===== src/shared/fsp_consts.vh =====
// Register map, command codes and timing for the flash self programmer
`ifndef FSP_CONSTS_VH
`define FSP_CONSTS_VH

// Register indices (printed offsets) and byte addresses
`define FSP_IDX_CMD          8'h94
`define FSP_IDX_ADDR_LO      8'h95
`define FSP_IDX_ADDR_HI      8'h96
`define FSP_IDX_BUF_PTR      8'h97
`define FSP_IDX_STATUS       8'h98
`define FSP_ADR_CMD          12'h250
`define FSP_ADR_ADDR_LO      12'h254
`define FSP_ADR_ADDR_HI      12'h258
`define FSP_ADR_BUF_PTR      12'h25C
`define FSP_ADR_STATUS       12'h260

// Reset values
`define FSP_RST_ADDR_LO      8'h00
`define FSP_RST_ADDR_HI      8'h00
`define FSP_RST_BUF_PTR      8'h00

// Command codes
`define FSP_CMD_PAGE         8'h5A
`define FSP_CMD_BYTE         8'h1E

// Array geometry
`define FSP_PAGE_BYTES       6'd32
`define FSP_OFS_BITS         5
`define FSP_PAGE_LSB         5
`define FSP_ADDR_MSB         12

// Status fields
`define FSP_ST_BUSY_BIT      0
`define FSP_ST_REJ_BIT       1

// Erase and program times in microseconds, and cycle counts at 125 MHz
`define FSP_CLK_MHZ          125
`define FSP_ERASE_US         3000
`define FSP_PROG_US          3000
`define FSP_ERASE_CYC        (`FSP_ERASE_US * `FSP_CLK_MHZ)
`define FSP_PROG_CYC         (`FSP_PROG_US * `FSP_CLK_MHZ)

`endif


===== src/fsp_timer.v =====
// Down counter that times one erase or program phase
`timescale 1ns/1ps
`include "fsp_consts.vh"

module fsp_timer (
   // Clock and reset
   input  wire        clk_i,
   input  wire        rst_n_i,
   // Control
   input  wire        load_i,
   input  wire [23:0] count_i,
   // Status
   output reg         done_o
);

   reg [23:0] cnt_ff;
   reg        run_ff;

   always @(posedge clk_i or negedge rst_n_i) begin
      if (!rst_n_i) begin
         cnt_ff <= 24'h000000;
         run_ff <= 1'b0;
         done_o <= 1'b0;
      end else begin
         done_o <= 1'b0;
         if (load_i) begin
            cnt_ff <= count_i;
            run_ff <= 1'b1;
         end else if (run_ff) begin
            if (cnt_ff <= 24'h000001) begin
               run_ff <= 1'b0;
               done_o <= 1'b1;
            end else begin
               cnt_ff <= cnt_ff - 24'h000001;
            end
         end
      end
   end

endmodule


===== src/fsp_top.v =====
// Flash self programmer: APB registers, RAM fetch, erase and program
// Operation
// - Flash is 256 pages of 32 bytes
// - Page source is 32 consecutive RAM bytes
// - Buffer pointer: 8-bit RW, resets zero
// - Page mode uses address bits 12:5
// - Code 0x5A starts page operation
// - Code 0x1E starts byte operation
// - Byte mode uses address bits 12:0
// - Each operation erases then programs
`timescale 1ns/1ps
`include "fsp_consts.vh"

module fsp_top #(
   parameter ERASE_CYC = `FSP_ERASE_CYC,
   parameter PROG_CYC  = `FSP_PROG_CYC
) (
   // Clock and reset
   input  wire        SYS_CLK_I,
   input  wire        RST_N_I,
   // APB slave
   input  wire        PSEL_I,
   input  wire        PENABLE_I,
   input  wire        PWRITE_I,
   input  wire [11:0] PADDR_I,
   input  wire [31:0] PWDATA_I,
   output reg  [31:0] PRDATA_O,
   output reg         PREADY_O,
   output reg         PSLVERR_O,
   // Internal RAM read port
   output reg         RAM_RD_O,
   output reg  [7:0]  RAM_ADDR_O,
   input  wire [7:0]  RAM_RDATA_I,
   // Flash array port
   output reg         FL_ERASE_O,
   output reg         FL_PROG_O,
   output reg         FL_PAGE_MODE_O,
   output reg  [12:0] FL_ADDR_O,
   output reg  [7:0]  FL_WDATA_O,
   output reg         FL_WE_O,
   // Processor fetch hold
   output reg         FETCH_HOLD_O
);

   localparam ST_IDLE  = 3'd0;
   localparam ST_FETCH = 3'd1;
   localparam ST_CATCH = 3'd2;
   localparam ST_ERASE = 3'd3;
   localparam ST_LOAD  = 3'd4;
   localparam ST_PROG  = 3'd5;

   reg  [7:0]  addr_lo_ff;
   reg  [7:0]  addr_hi_ff;
   reg  [7:0]  buf_ptr_ff;
   reg         reject_ff;
   reg  [2:0]  state_ff;
   reg  [2:0]  nxt_state;
   reg         page_mode_ff;
   reg  [5:0]  idx_ff;
   reg  [5:0]  nxt_idx;
   reg  [7:0]  buf_mem [0:31];
   reg  [15:0] tgt_ff;
   reg         tmr_load;
   reg  [23:0] tmr_count;
   wire        tmr_done;
   wire        apb_acc;
   wire        apb_wr;
   wire        apb_rd;
   wire        busy;
   wire        start_page;
   wire        start_byte;
   wire [5:0]  op_len;
   reg  [31:0] rd_mux;
   reg         addr_ok;

   assign apb_acc = PSEL_I & PENABLE_I & ~PREADY_O;
   assign apb_wr  = apb_acc & PWRITE_I;
   assign apb_rd  = apb_acc & ~PWRITE_I;
   assign busy    = (state_ff != ST_IDLE);
   assign start_page = apb_wr & (PADDR_I == `FSP_ADR_CMD) & ~busy &
                       (PWDATA_I[7:0] == `FSP_CMD_PAGE);
   assign start_byte = apb_wr & (PADDR_I == `FSP_ADR_CMD) & ~busy &
                       (PWDATA_I[7:0] == `FSP_CMD_BYTE);
   assign op_len = page_mode_ff ? `FSP_PAGE_BYTES : 6'd1;

   // Address decode and read data
   always @* begin
      rd_mux  = 32'h00000000;
      addr_ok = 1'b1;
      case (PADDR_I)
         `FSP_ADR_CMD: rd_mux = 32'h00000000;
         `FSP_ADR_ADDR_LO: rd_mux = {24'h000000, addr_lo_ff};
         `FSP_ADR_ADDR_HI: rd_mux = {24'h000000, addr_hi_ff};
         `FSP_ADR_BUF_PTR: rd_mux = {24'h000000, buf_ptr_ff};
         `FSP_ADR_STATUS: begin
            rd_mux[`FSP_ST_BUSY_BIT] = busy;
            rd_mux[`FSP_ST_REJ_BIT]  = reject_ff;
         end
         default: addr_ok = 1'b0;
      endcase
   end

   // APB answer one cycle into the access phase
   always @(posedge SYS_CLK_I or negedge RST_N_I) begin
      if (!RST_N_I) begin
         PREADY_O  <= 1'b0;
         PSLVERR_O <= 1'b0;
         PRDATA_O  <= 32'h00000000;
      end else begin
         PREADY_O  <= apb_acc;
         PSLVERR_O <= apb_acc & ~addr_ok;
         if (apb_rd) begin
            PRDATA_O <= rd_mux;
         end
      end
   end

   // Setup registers, frozen while an operation runs
   always @(posedge SYS_CLK_I or negedge RST_N_I) begin
      if (!RST_N_I) begin
         addr_lo_ff <= `FSP_RST_ADDR_LO;
         addr_hi_ff <= `FSP_RST_ADDR_HI;
         buf_ptr_ff <= `FSP_RST_BUF_PTR;
         reject_ff  <= 1'b0;
      end else if (apb_wr & ~busy) begin
         if (PADDR_I == `FSP_ADR_ADDR_LO) begin
            addr_lo_ff <= PWDATA_I[7:0];
         end
         if (PADDR_I == `FSP_ADR_ADDR_HI) begin
            addr_hi_ff <= PWDATA_I[7:0];
         end
         if (PADDR_I == `FSP_ADR_BUF_PTR) begin
            buf_ptr_ff <= PWDATA_I[7:0];
         end
         if (PADDR_I == `FSP_ADR_CMD) begin
            reject_ff <= ~(start_page | start_byte);
         end
      end
   end

   // Sequencer next state
   always @* begin
      nxt_state = state_ff;
      nxt_idx   = idx_ff;
      tmr_load  = 1'b0;
      tmr_count = 24'h000000;
      case (state_ff)
         ST_IDLE: begin
            if (start_page | start_byte) begin
               nxt_state = ST_FETCH;
               nxt_idx   = 6'd0;
            end
         end
         ST_FETCH: nxt_state = ST_CATCH;
         ST_CATCH: begin
            if (idx_ff + 6'd1 >= op_len) begin
               nxt_state = ST_ERASE;
               tmr_load  = 1'b1;
               tmr_count = ERASE_CYC[23:0] - 24'h000001;
               nxt_idx   = 6'd0;
            end else begin
               nxt_state = ST_FETCH;
               nxt_idx   = idx_ff + 6'd1;
            end
         end
         ST_ERASE: begin
            if (tmr_done) begin
               nxt_state = ST_LOAD;
            end
         end
         ST_LOAD: begin
            if (idx_ff + 6'd1 >= op_len) begin
               nxt_state = ST_PROG;
               tmr_load  = 1'b1;
               tmr_count = PROG_CYC[23:0] - 24'h000001;
            end else begin
               nxt_idx = idx_ff + 6'd1;
            end
         end
         ST_PROG: begin
            if (tmr_done) begin
               nxt_state = ST_IDLE;
            end
         end
         default: nxt_state = ST_IDLE;
      endcase
   end

   // Sequencer state and target capture
   always @(posedge SYS_CLK_I or negedge RST_N_I) begin
      if (!RST_N_I) begin
         state_ff     <= ST_IDLE;
         idx_ff       <= 6'd0;
         page_mode_ff <= 1'b0;
         tgt_ff       <= 16'h0000;
      end else begin
         state_ff <= nxt_state;
         idx_ff   <= nxt_idx;
         if (start_page | start_byte) begin
            page_mode_ff <= start_page;
            if (start_page) begin
               tgt_ff <= {addr_hi_ff, addr_lo_ff[7:5], 5'h00};
            end else begin
               tgt_ff <= {addr_hi_ff, addr_lo_ff};
            end
         end
      end
   end

   // RAM fetch into local buffer
   always @(posedge SYS_CLK_I or negedge RST_N_I) begin
      if (!RST_N_I) begin
         RAM_RD_O   <= 1'b0;
         RAM_ADDR_O <= 8'h00;
      end else begin
         RAM_RD_O <= (nxt_state == ST_FETCH);
         RAM_ADDR_O <= buf_ptr_ff + {2'b00, nxt_idx};
      end
   end

   genvar gi;
   generate
      for (gi = 0; gi < 32; gi = gi + 1) begin : g_buf
         always @(posedge SYS_CLK_I) begin
            if (state_ff == ST_CATCH && idx_ff[4:0] == gi) begin
               buf_mem[gi] <= RAM_RDATA_I;
            end
         end
      end
   endgenerate

   // Flash array drive
   always @(posedge SYS_CLK_I or negedge RST_N_I) begin
      if (!RST_N_I) begin
         FL_ERASE_O     <= 1'b0;
         FL_PROG_O      <= 1'b0;
         FL_PAGE_MODE_O <= 1'b0;
         FL_ADDR_O      <= 13'h0000;
         FL_WDATA_O     <= 8'h00;
         FL_WE_O        <= 1'b0;
         FETCH_HOLD_O   <= 1'b0;
      end else begin
         FL_ERASE_O     <= (nxt_state == ST_ERASE);
         FL_PROG_O      <= (nxt_state == ST_PROG);
         FL_PAGE_MODE_O <= page_mode_ff;
         FL_WE_O        <= (nxt_state == ST_LOAD);
         // page number above five offset bits
         FL_ADDR_O <= {tgt_ff[`FSP_ADDR_MSB:`FSP_PAGE_LSB],
                       tgt_ff[4:0] | nxt_idx[4:0]};
         FL_WDATA_O <= buf_mem[nxt_idx[4:0]];
         FETCH_HOLD_O <= (nxt_state != ST_IDLE);
      end
   end

   fsp_timer u_timer (
      .clk_i   (SYS_CLK_I),
      .rst_n_i (RST_N_I),
      .load_i  (tmr_load),
      .count_i (tmr_count),
      .done_o  (tmr_done)
   );

endmodule


===== config.mk =====
export PLATFORM = sky130hd
export DESIGN_NAME = fsp_top
export DESIGN_NICKNAME = d
export VERILOG_FILES = /design/src/fsp_timer.v /design/src/fsp_top.v
export VERILOG_INCLUDE_DIRS = /design/src /design/src/shared
export SDC_FILE = /design/constraint.sdc
export NUM_CORES = 1
export LEC_CHECK = 0
export ABC_CLOCK_PERIOD_IN_PS = 5000
export BUFFER_PORTS_ARGS = -buffer_cell sky130_fd_sc_hd__buf_2
export CORE_MARGIN = 2
export CORE_UTILIZATION = 54
export CTS_CLUSTER_SIZE = 8
export DETAILED_ROUTE_END_ITERATION = 6
export GPL_TIMING_DRIVEN = 0
export PLACE_DENSITY = 0.8
export REMOVE_ABC_BUFFERS = 1
export SYNTH_ARGS = -nofsm -noshare
export SYNTH_HDL_FRONTEND = slang
export SYNTH_SLANG_ARGS = --single-unit
export TNS_END_PERCENT = 1

===== constraint.sdc =====
create_clock -name SYS_CLK_I -period 5 [get_ports SYS_CLK_I]
set_clock_uncertainty 0.2 [all_clocks]
set_input_delay 0 -clock SYS_CLK_I [delete_from_list [all_inputs] [get_ports SYS_CLK_I]]
set_output_delay 0 -clock SYS_CLK_I [all_outputs]
set_load 0.05 [all_outputs]

-- Word level (Yosys, flattened, before mapping)
Memory sizes are Yosys's and may differ from the RTL's. A register that Yosys moved wholly into a read port is not among the register bits.
Index checks and enable logic that the tools add are counted.
- bits in registers: 135
- bits in writable memories: 256
- output and inout bits: 69
- memories: 1
- memory list (memory ; words ; bits a word ; rd ports ; clocked after Yosys merged registers in ; wr ports ; line ; text):
    buf_mem ; 32 ; 8 ; 1 ; 1 ; 1 ; fsp_top.v:61 ; reg [7:0] buf_mem [0:31];
- $add $sub $neg: 3
- magnitude comparators: 2
- equality and inequality tests: 48
- mux-type cells: 185
- bitwise logic cells: 17
- reductions and logical operators: 76
- operators by type and width (operator ; number):
    $mux 8 ; 31
    $reduce_or 8->1 ; 31
    $mux 5 ; 32
    $mux 1 ; 104
    $eq 5x5->1 const B ; 16
    $mux 24 ; 3
    $eq 12x10->1 const B ; 5
    $eq 5x4->1 const B ; 8
    $mux 19 ; 2
    $pmux 6 s3 ; 2
    $logic_and 1x1->1 ; 32
    $le 24x1->1 const B ; 1
    $mux 6 ; 4
    $sub 24x1->24 const B ; 1
    $eq 5x3->1 const B ; 4
    $pmux 3 s6 ; 1
    $eq 3x3->1 const B ; 4
    $mux 3 ; 4
    $and 1x1->1 ; 10
    $eq 5x2->1 const B ; 2
    $reduce_and 2->1 ; 5
    $eq 3x2->1 const B ; 3
    $add 8x6->8 ; 1
    $eq 8x5->1 const B ; 1
    18 further kinds ; 24

-- Longest topological paths before layout
Gate-level depths: netlist of run 1.
- word-level depth: 36
- gate-level depth with buffers: 21
- gate-level depth less buffers: 20

-- By module
A second synthesis of run 1 with hierarchy kept.
- cell total of the unflattened synthesis: 1119
- area total of the unflattened synthesis: 16097.9 µm²
- modules (own cells, without submodules) (module ; instances ; cells each ; area each (µm²)):
    fsp_top ; 1 ; 914 ; 14422.6
    fsp_timer ; 1 ; 205 ; 1675.4

-- Least setup slack after synthesis of run 1
Ideal clock, no wire load.
- path type: register to register
- from: reg idx_ff[3]
- to: reg RAM_ADDR_O[7]
- library setup time: 0.080 ns
- data arrival time: 4.491 ns
- required time: 4.720 ns
- path slack: 0.229 ns
- cell stages (with the launch flop): 22
- path buffers: 4
- clock period less this slack: 4.771 ns
- cells stage by stage: dfrtp_1 clkbuf_1 nand3_1 xnor2_1 ha_1 or2_2 a211oi_1 nand2_1 o31ai_2 nor2_4 inv_2 buf_2 buf_1 clkbuf_1 ha_1 a21o_1 a21oi_1 o21bai_1 a21oi_1 nor2b_1 o21ai_0 xnor2_1
- word-level cells in the longest chain between the ends: 5
- elaborated cells on any way between the ends: 7
- ends and longest elaborated chain (what ; line ; text):
    start: declaration ; fsp_top.v:59 ; reg [5:0] idx_ff;
    start signal: assignment ; fsp_top.v:198 ; idx_ff <= nxt_idx;
    $add 6x1->6 (*) ; fsp_top.v:156, fsp_top.v:172 ;
    $ge 6x6->1 (*) ; fsp_top.v:156, fsp_top.v:172 ;
    $mux 6, on equally long branches ; fsp_top.v:172, fsp_top.v:156 ;
    $pmux 6 s3 (*) ; fsp_top.v:147 ; case (state_ff)
    via nxt_idx[1] ; fsp_top.v:60 ; reg [5:0] nxt_idx;
    $add 8x6->8 (*) ; fsp_top.v:217 ; RAM_ADDR_O <= buf_ptr_ff + {2'b00, nxt_idx};
    end signal: assignment ; fsp_top.v:217 ;
    end: declaration ; fsp_top.v:32 ; output reg [7:0] RAM_ADDR_O,
The timed path passes the listed nets; every way through them passes the cells marked *.
A chain may end at the register's enable or synchronous reset.

-- Worst setup path after layout of run 1
- from: reg idx_ff[0]
- to: reg FL_WDATA_O[4], read port of buf_mem
- word-level cells in the longest chain between the ends: 4
- elaborated cells on any way between the ends: 6
- ends and longest elaborated chain (what ; line ; text):
    $add 6x1->6 ; n/a ;
    $ge 6x6->1 ; fsp_top.v:156, fsp_top.v:172 ;
    $mux 6, on equally long branches ; fsp_top.v:172, fsp_top.v:156 ;
    $pmux 6 s3 (*) ; fsp_top.v:147 ;
    end: declaration ; fsp_top.v:39 ; output reg [7:0] FL_WDATA_O,
Every way passes the cells marked *; elsewhere a longest branch is shown, timed or not.

==> results by group, run 1 <==
Placed design
  – Placer's final routability congestion estimate: about 0.85
  – Placed insts: 1645
  – Post-DP HPWL: roughly 22000 um
  – Post-DP Area: roughly 17000 um^2
  – Port Buf Inserts: a little under 80

Critical path
  – Worst Setup Path Type: flop to flop
  – Worst Setup End Kind: flop
  – WP data required: 5.18 ns
  – Critical path launch point type: flop
  – Critical path peak fanout: 32
  – WP data arrival: 5.09 ns

Layout
  – Finished Layout Cells: ~1800
  – Diodes inserted: 0
  – Final #Nets: between 1000 and 1500
  – Commonest non-fill, non-tap cells in the layout: nand2_1 (256), edfxtp_1 (256), dfrtp_1 (118), buf_2 (76)
  – Fin area: ~19000 um^2
  – Synth-to-layout area growth: 17.0%
  – Layout cells sized above 1: 0.160

Route
  – Final ANT Viol Nets: 0
  – DRC errors left: 0
  – 1st-pass router iterations: 5
  – Detail-routed via count per cell: ~6
  – DRT Wirelength: about 39000 um
  – DR vias: roughly 11000
  – Iteration-0 DRC Markers: 1428
  – Average routed wire per standard cell: between 20 and 25 um

Global route
  – Gr busiest metal: met2
  – GRT met2 Usage: 0.415
  – Largest net degree at the start of global routing: roughly 100
  – Vias in the first global route: roughly 11000
  – GRT Overall Usage: 0.253
  – GRT met3 Usage: 0.0587
  – Initial antenna violation count: 0
  – First-pass GRT wire length: about 60000 um
  – M1 GR Usage: 0.328
  – GRT overflow: 0

Floorplanning
  – Die H: around 180 um
  – Site row count: slightly above 60
  – Io pins: roughly 130
  – Die X: 175 um
  – Initial core utilization: 0.550
  – Die ar.: 30700 um^2
  – Core box area: roughly 29000 um^2

Synth
  – Ys Warns: 0
  – Main combinational cell family by area after synthesis: simple AND/OR/NAND/NOR gates
  – Ys async rst share: 0.317
  – Yosys reg bits: between 300 and 400
  – Synth Area in Simple Gates: 0.154
  – Post-synthesis mux area share: 0.0237
  – Compound-Gate Fraction of Synth Area: 0.0866
  – Synth cell types: 68
  – Synthesized instance count: about 1200
  – Post-synthesis xor/xnor area fraction: 0.0149
  – Post-synth EDFFs: ~260
  – Avg Inst Size Synth: around 13 um^2
  – Adder-cell share of the synthesized area: 0.0147
  – Most used DFF post-synth: edfxtp_1
  – Syn Std Cell Area: about 16000 um^2
  – Register area share after synthesis: 0.674

Min path
  – Hold WC Path Type: input port to flop

Clock network
  – CTS tree: done
  – TritonCTS Buffers: 52
  – H-tree lvl count: 2
  – Skew-Pair Late Insertion Delay: ~0.55 ns
  – Max Root-Sink Buffers: 3
  – Root Driver: clkbuf_16
  – Clock sink count: between 300 and 400
  – Clk pin slew, worst setup/hold paths: roughly 0.06 ns

STA
  – Final setup fails: 0
  – Fin. max-slew vios: 0
  – Fin. Hold Viols: 0
  – Period utilization: 0.982
  – Sum of negative setup slack: 0 ns
  – Minimum clock period: 4.91 ns
  – Slew @ Worst Pin: about 1.2 ns
  – Slew HR: 0.229
  – Maximum clock rate: a little over 0.2 GHz

Power and ir drop
  – Maximum vdd drop: around 0.00029 V
  – Leak: between 7 and 8 nW
  – Cell Pwr Density: roughly 360 nW/um^2

Job
  – Max-cap violations: 0

Outcome
  – Status: finished, final reports clean
power by group:
group	switching (mW)	total, mW	internal [mW]
clock network	1.25	3.16	1.92
logic	0.129	0.166	0.0366
registers	0.00201	3.34	3.33
per-stage QoR:
step | power, mW | hold WS [ns] | util | setup slack [ns]
finish | 6.66 | 0.110 | 0.643 | 0.0885
global route | 6.83 | 0.109 | 0.643 | -0.0594
CTS | 6.67 | 0.0701 | 0.639 | -0.00152
detailed placement | 3.54 | -0.342 | 0.574 | -1.08
global placement | 3.53 | 0.0829 | 0.567 | -9.32
floorplan | 3.46 | -0.496 | - | -4.57
metal layers:
| metal | part of all wire | vias up |
|---|---|---|
| li1 | - | 4765 |
| met1 | 0.38 | 5216 |
| met2 | 0.49 | 555 |
| met3 | 0.096 | 105 |
| met4 | 0.036 | 0 |
| met5 | 0 | - |
area by class of cell:
| type | count | area (um^2) |
|---|---|---|
| repair inverters | 1 | 5.00 |
| inverters | 15 | 67.6 |
| flip-flops and latches | 375 | 10700 |
| multi-input cells | 788 | 4890 |
| clock buffers | 76 | 1410 |
| well taps | 384 | 480 |
| repair buffers | 128 | 970 |
| fillers | 2033 | 10300 |
| clock inverters | 2 | 17.5 |
registers in the layout, indices dropped and copies added, names as in the netlist:
name	cells
FETCH_HOLD_O	1
FL_ADDR_O	13
FL_ERASE_O	1
FL_PAGE_MODE_O	1
FL_PROG_O	1
FL_WDATA_O	8
FL_WE_O	1
PRDATA_O	8
PREADY_O	1
PSLVERR_O	1
RAM_ADDR_O	8
RAM_RD_O	1
addr_hi_ff	8
addr_lo_ff	8
buf_mem	256
buf_ptr_ff	8
idx_ff	6
page_mode_ff	1
reject_ff	1
state_ff	3
tgt_ff	13
u_timer.cnt_ff	24
u_timer.done_o	1
u_timer.run_ff	1
critical path: stages (launching register included):
cell	delay [ns]
dfrtp_2	0.51
ha_4	0.24
nand2_1	0.13
nor2_1	0.10
ha_2	0.40
o2111ai_1	0.22
o41ai_4	0.39
ha_1	0.32
o22ai_1	0.17
nand2b_1	0.18
a21boi_4	0.22
buf_4	0.20
buf_12	0.17
buf_12	0.19
a211oi_1	0.23
a31oi_1	0.13
a2111oi_4	0.53
nand4_1	0.21
cells by family after synthesis:
group | after synthesis
simple gates | 516
other cells | 1
xor+xnor | 27
fa+ha+maj | 18
mux | 33
flops | 375
compound gates | 169
buf+inv | 101
path summary, 6_finish.rpt:
check                      depth (start not counted)                 end  slack [ns]   startpoint
setup reg to reg                                  17       FL_WDATA_O[4]        0.09    idx_ff[0]
hold / removal                                     3       addr_lo_ff[0]        0.11  PWDATA_I[0]
setup / recovery                                  17       FL_WDATA_O[4]        0.09    idx_ff[0]
max in group asynchronous                          4  u_timer.cnt_ff[13]        3.07      RST_N_I
min in group asynchronous                          4  u_timer.cnt_ff[16]        0.37      RST_N_I
hold reg to reg                                    0        FL_ADDR_O[6]        0.17    tgt_ff[6]
cell usage after synthesis (6+ instances only):
cell	n	area, um^2
a311oi_2	8	120
o21ai_0	19	95.1
dfrtp_1	119	2980
ha_1	17	213
a2111oi_1	7	70.1
nand2b_1	13	81.3
xor2_1	8	70.1
xnor2_1	19	166
a211oi_1	44	330
inv_1	12	45.0
nor4_1	6	37.5
or3_1	7	43.8
nand2_1	256	961
and2_1	18	113
mux2_2	32	360
nor2_1	50	188
nor3_1	12	60.1
edfxtp_1	256	7690
nor4b_1	6	52.6
a31oi_1	18	113
nor2b_1	6	37.5
a311oi_1	25	219
buf_2	6	30.0
clkbuf_1	44	165
a311o_1	7	70.1
a21oi_1	10	50.1
nand3_1	53	265
buf_1	7	26.3
nand4_1	9	56.3
a22oi_1	6	45.0
buf_4	28	210
and3_1	52	325
timing repair:
item / CTS / global route
setup buffers: 5 / 5
resized for setup: 11 / 8
hold endpoints to repair: 416 / 0
pin swaps: 2 / 4
setup endpoints to repair: 16 / 10
hold buffers: 34 / 0
cloned: 2 / 0
No activity file was read; power rests on OpenSTA's default activity.
==> inputs of run 2 (changes only) <==
PLACE_DENSITY = 0.76   (was 0.8)
==> run 2 against run 1 <==
Compared with the run above:
- cell area hardly changed
- via count rose by 0.23%
- worst hold slack worse by 0.018 ns
- die area did not move
- largest cell class unchanged
- sequential power about the same
- first-iteration DRC count down 25%
- critical path depth decreased by 2
- non-clock buffer count shrank 7
- power rose by 0.68%
- flip-flop and latch count did not move
- critical path type unchanged
==> results by group, run 2 (same netlist as run 1, synthesis figures left out) <==
Outcome
  – Status: finished, final reports clean

Global route
  – First-pass GRT wire length: just under 60000 um
  – GRT overflow: 0
  – Initial antenna violation count: 0
  – Vias in the first global route: roughly 11000
  – Largest net degree at the start of global routing: 96
  – GRT Overall Usage: 0.251

Layout
  – Fin area: about 18000 um^2
  – Final #Nets: about 1400
  – Max reg flops: approximately 260
  – Finished Layout Cells: 1776
  – Area occupied by multi-input gates: 4840 um^2
  – Diodes inserted: 0
  – Regs by FF count: buf_mem x256, u_timer.cnt_ff x24
  – Synth-to-layout area growth: 16.9%
  – Top reg by flops: buf_mem
  – Fill cells: between 2000 and 2500
  – Layout cells sized above 1: 0.157
  – Commonest non-fill, non-tap cells in the layout: nand2_1 (256), edfxtp_1 (256), dfrtp_1 (117), buf_2 (76), clkbuf_16 (54)
  – Final Core Density: 0.642
  – Register Area: 10700 um^2

Critical path
  – WP data arrival: around 5.2 ns
  – WP data required: 5.26 ns
  – Worst Setup End Kind: flop
  – Delay-heaviest family, CP: simple AND/OR/NAND/NOR gates
  – Slowest stage delay, CP: 0.86 ns
  – CP Cell Sequence: nor3_1 > and3_1 > and4_1 > nor3_1 > nor2_4 > inv_12 > buf_16 > ha_1 > a21o_1 > a21oi_1 > o21bai_1 > a21oi_1 > nor2b_1 > o21ai_1 > xnor2_1
  – Critical path launch point type: flop
  – Critical path peak fanout: 57
  – Buf+Inv Stages, Crit Path: 2
  – Slowest-stage cell, CP: nor3_1
  – Worst r2r src: state_ff[0]
  – Worst Setup Path Type: flop to flop
  – Start point of the critical path: state_ff[0]

Power and ir drop
  – Internal power: between 5 and 6 mW
  – Maximum vdd drop: between 0.0002 and 0.0003 V
  – Logic pwr share: 0.025
  – Sw Pwr: between 1 and 1.5 mW
  – Clock share of power: 0.478
  – Leak: roughly 7.2 nW
  – Cell Pwr Density: ~360 nW/um^2
  – Switch share: 0.202
  – Sequential share of power: 0.497

STA
  – Maximum clock rate: between 0.2 and 0.25 GHz
  – Fin. max-slew vios: 0
  – Worst path setup slack after routing: between 0.02 and 0.03 ns
  – Slew HR: 0.272
  – Fin. Hold Viols: 0
  – Hold slack: just over 0.09 ns
  – RSZ-0062 raised after global routing: yes
  – Slew @ Worst Pin: 1.09 ns
  – Minimum clock period: around 5.0 ns
  – Period utilization: 0.995
  – Final setup fails: 0

Placed design
  – Place WS: -1.08 ns
  – Placer's final routability congestion estimate: approximately 0.84
  – Port Buf Inserts: 77
  – Placed insts: roughly 1600
  – Post-DP HPWL: 22000 um
  – Post-DP Area: around 17000 um^2

Route
  – Iteration-0 DRC Markers: 1072
  – 1st-pass router iterations: 5
  – Average routed wire per standard cell: between 20 and 25 um
  – Final ANT Viol Nets: 0
  – DRT Wirelength: 38200 um
  – Detail-routed via count per cell: about 6
  – DRC errors left: 0
  – DR vias: 10700

Floorplanning
  – Die ar.: roughly 31000 um^2
  – Site row count: 62
  – Die H: 175 um
  – Initial core utilization: 0.550
  – Io pins: around 130
  – Die X: about 180 um
  – Core box area: about 29000 um^2

Clock network
  – CTS tree: done
  – Skew-Pair Late Insertion Delay: about 0.55 ns
  – Clock sink count: 375
  – Clk pin slew, worst setup/hold paths: around 0.050 ns
  – Root Driver: clkbuf_16
  – TritonCTS Buffers: 52
  – Max Root-Sink Buffers: 3
  – H-tree lvl count: 2

Min path
  – Hold WC Path Type: input port to flop
  – Hold Crit Start: PWDATA_I[1]

Job
  – Max-cap violations: 0
run 2: final cells by class:
type / instances / share of cell area
Clock buffer: 89 / 0.0802
Clock inverter: 1 / 0.000880
Inverter: 15 / 0.00393
Multi-Input combinational cell: 789 / 0.262
Sequential cell: 375 / 0.577
Tap cell: 384 / 0.0260
Timing Repair Buffer: 121 / 0.0495
Timing Repair inverter: 2 / 0.000744
run 2: path summary, 6_finish.rpt:
check,to,slack (ns),depth (start not counted)
min in group asynchronous,u_timer.cnt_ff[8],0.37,4
max in group asynchronous,FL_PROG_O,2.82,4
hold / removal,addr_lo_ff[1],0.09,3
setup reg to reg,RAM_ADDR_O[7],0.03,15
hold reg to reg,FL_PAGE_MODE_O,0.17,0
setup / recovery,RAM_ADDR_O[7],0.03,15
run 2: timing repair:
item / 4_1_cts / 5_1_grt
gates resized for setup: 10 / 8
hold buffers: 33 / 0
endpoints found under the setup margin: 15 / 9
hold endpoints to repair: 416 / 0
pin swaps: 2 / 1
buffers inserted: 4 / 0
gates cloned: 4 / 0
run 2: power groups by stage:
| stage | Combinational [mW] | Clock (mW) | Sequential (mW) |
|---|---|---|---|
| 6_report | 0.167 | 3.21 | 3.34 |
| 4_1_cts | 0.165 | 3.22 | 3.34 |
| 3_3_place_gp | 0.137 | 0 | 3.39 |
| 5_1_grt | 0.179 | 3.37 | 3.33 |
| 2_1_floorplan | 0.0486 | 0 | 3.41 |
| 3_5_place_dp | 0.144 | 0 | 3.39 |
run 2: per-stage QoR:
step                power (mW)  TNS (ns)
finish                    6.71         0
global route              6.88    -0.187
CTS                       6.73         0
detailed placement        3.54     -7.80
global placement          3.53   -156.86
floorplan                 3.46    -65.52
run 2: layer usage:
layer | vias to the layer above | global-route usage | wire (um)
met1 | 5320 | 0.333 | 15400
met3 | 58 | 0.0570 | 3450
met2 | 520 | 0.413 | 18400
met4 | 0 | 0.0781 | 831
met5 | - | 0 | 0
li1 | 4767 | - | -
run 2: worst min-delay path: stages:
cell	delay [ns]
dlygate4sd3_1	0.51
buf_2	0.15
mux2_2	0.15
==> inputs of run 3 (changes only) <==
ABC_CLOCK_PERIOD_IN_PS = 4200   (was 5000)
clock period = 4.2 ns   (was 5 ns; I/O delays follow)
==> run 3 against run 2 <==
Compared with the run above:
- non-clock buffer count rose by 27
- clock-buffer cell count stayed put
- die area stayed put
- sequential share of layout area down 1.6 points
- power grew 19%
- register-to-register slack improved by 0.02 ns
- sequential power up 19%
- critical path type unchanged
- critical endpoint unchanged
- largest cell class unchanged
- largest power group unchanged
- highest routed layer unchanged
==> results by group, run 3 (same netlist as run 1, synthesis figures left out) <==
Clock network
  – TritonCTS Buffers: between 50 and 60
  – CTS tree: done
  – Root Driver: clkbuf_16
  – Skew-Pair Late Insertion Delay: 0.55 ns
  – Clock sink count: 375
  – Clk pin slew, worst setup/hold paths: around 0.05 ns
  – H-tree lvl count: 2
  – Max Root-Sink Buffers: 3

Global route
  – Initial antenna violation count: 0
  – First-pass GRT wire length: about 60000 um
  – GRT overflow: 0
  – Vias in the first global route: ~11000
  – GRT Overall Usage: 0.258
  – Largest net degree at the start of global routing: 96

Layout
  – Final Core Density: 0.661
  – Max reg flops: about 260
  – Diodes inserted: 0
  – Final #Nets: approximately 1500
  – Regs by FF count: buf_mem x256, u_timer.cnt_ff x24
  – Most common cell after layout, fill and taps aside: edfxtp_1
  – Top reg by flops: buf_mem
  – Commonest non-fill, non-tap cells in the layout: edfxtp_1 (256), nand2_1 (254), dfrtp_1 (115), buf_2 (76), clkbuf_16 (54)
  – Layout cells sized above 1: 0.196
  – Synth-to-layout area growth: 20.3%

Floorplanning
  – Io pins: 126
  – Die ar.: 30700 um^2
  – Core box area: 28800 um^2
  – Die H: around 180 um
  – Die X: 175 um
  – Site row count: 62
  – Initial core utilization: 0.550

Critical path
  – WP data arrival: ~4.4 ns
  – WP data required: approximately 4.5 ns
  – CP Cell Sequence: and3_4 > nand3_2 > xnor2_2 > ha_2 > or2_4 > a211oi_4 > nand2_2 > o31ai_4 > nor2_4 > buf_12 > inv_12 > buf_16 > ha_1 > a21o_1 > a21oi_2 > o21bai_1 > a21oi_2 > nor2b_1 > o21ai_2 > xnor2_1
  – Worst Setup End Kind: flop
  – Most used cell, CP: a21oi_2
  – Worst Setup Path Type: flop to flop
  – Slowest-stage cell, CP: dfrtp_2
  – Critical path launch point type: flop
  – Slowest stage delay, CP: 0.43 ns
  – R2R cell count: 20
  – Critical path peak fanout: 29

Route
  – Detail-routed via count per cell: 6.05
  – DRC errors left: 0
  – Final ANT Viol Nets: 0
  – Iteration-0 DRC Markers: 1116
  – 1st-pass router iterations: 5
  – DR vias: 10900
  – DRT Wirelength: ~40000 um
  – Average routed wire per standard cell: 22.4 um

STA
  – Slew @ Worst Pin: approximately 1.1 ns
  – Final setup fails: 0
  – Fin. max-slew vios: 0
  – Sum of negative setup slack: 0 ns
  – Period utilization: 0.989
  – Maximum clock rate: around 0.24 GHz
  – RSZ-0062 raised after global routing: yes
  – Fin. Hold Viols: 0
  – Slew HR: 0.271
  – Minimum clock period: 4.15 ns

Outcome
  – Status: finished, final reports clean

Placed design
  – Placer's final routability congestion estimate: between 0.8 and 0.9
  – Port Buf Inserts: 77
  – Post-DP HPWL: approximately 22000 um

Power and ir drop
  – Maximum vdd drop: roughly 0.00032 V
  – Cell Pwr Density: around 420 nW/um^2
  – Leak: between 7 and 8 nW

Min path
  – Hold WC Path Type: input port to flop
  – Hold path cells: 5

Job
  – Max-cap violations: 0
run 3: power breakdown:
| group | switching, mW | leakage (nW) | internal, mW |
|---|---|---|---|
| Clock | 1.47 | 0.714 | 2.36 |
| Combinational | 0.155 | 2.86 | 0.0448 |
| Sequential | 0.00268 | 3.86 | 3.97 |
run 3: through the flow:
step	setup WS [ns]	instances	hold slack [ns]	total power, mW	area (um^2)
after floorplan	-5.37	1177	-0.496	4.11	15500
after global placement	-10.54	1638	0.0971	4.20	16300
after detailed placement	-1.88	1645	-0.321	4.21	16500
after CTS	0.00424	1787	0.0756	8.01	18700
after global routing	-0.0803	1805	0.0990	8.20	19000
final	0.0451	1805	0.0658	8.01	19000
run 3: worst max-delay path: cells and delay by family, from the launching register on:
| kind | cells | cell delay (ns) |
|---|---|---|
| AO/OA/AOI/OAI | 7 | 1.14 |
| AND/OR/NAND/NOR | 6 | 0.89 |
| adder cells (fa/ha/maj) | 2 | 0.56 |
| buffers and inverters | 3 | 0.46 |
| flip-flops | 1 | 0.43 |
| XOR/XNOR | 2 | 0.35 |
run 3: area by class of cell:
type / instances / area (um^2)
sequential: 375 / 10700
fill: 1993 / 9750
multi-input combinational: 789 / 5060
clock buffer: 89 / 1480
timing repair buffer: 148 / 1210
tap: 384 / 480
inverter: 15 / 72.6
timing repair inverter: 4 / 33.8
clock inverter: 1 / 16.3
run 3: layer usage:
metal,global-route usage,vias to the layer above,wire (um)
met1,0.347,5453,15900
met3,0.0487,71,3530
met5,0,-,0
met4,0.0885,0,1030
li1,-,4823,-
met2,0.426,572,19900
run 3: worst paths after layout:
| check | from | to | slack (ns) |
|---|---|---|---|
| min | PADDR_I[10] | reject_ff | 0.07 |
| max reg2reg | idx_ff[1] | RAM_ADDR_O[7] | 0.05 |
| min reg2reg | tgt_ff[8] | FL_ADDR_O[8] | 0.17 |
| max in group asynchronous | RST_N_I | u_timer.cnt_ff[0] | 2.02 |
| min in group asynchronous | RST_N_I | u_timer.cnt_ff[8] | 0.38 |
| max | idx_ff[1] | RAM_ADDR_O[7] | 0.05 |
run 3: what timing repair did:
action,in CTS,in global routing
hold endpoints to repair,416,0
gates resized for setup,43,23
endpoints found under the setup margin,18,10
gates cloned,7,1
buffers inserted,12,19
pin swaps,6,18
hold buffers,33,0
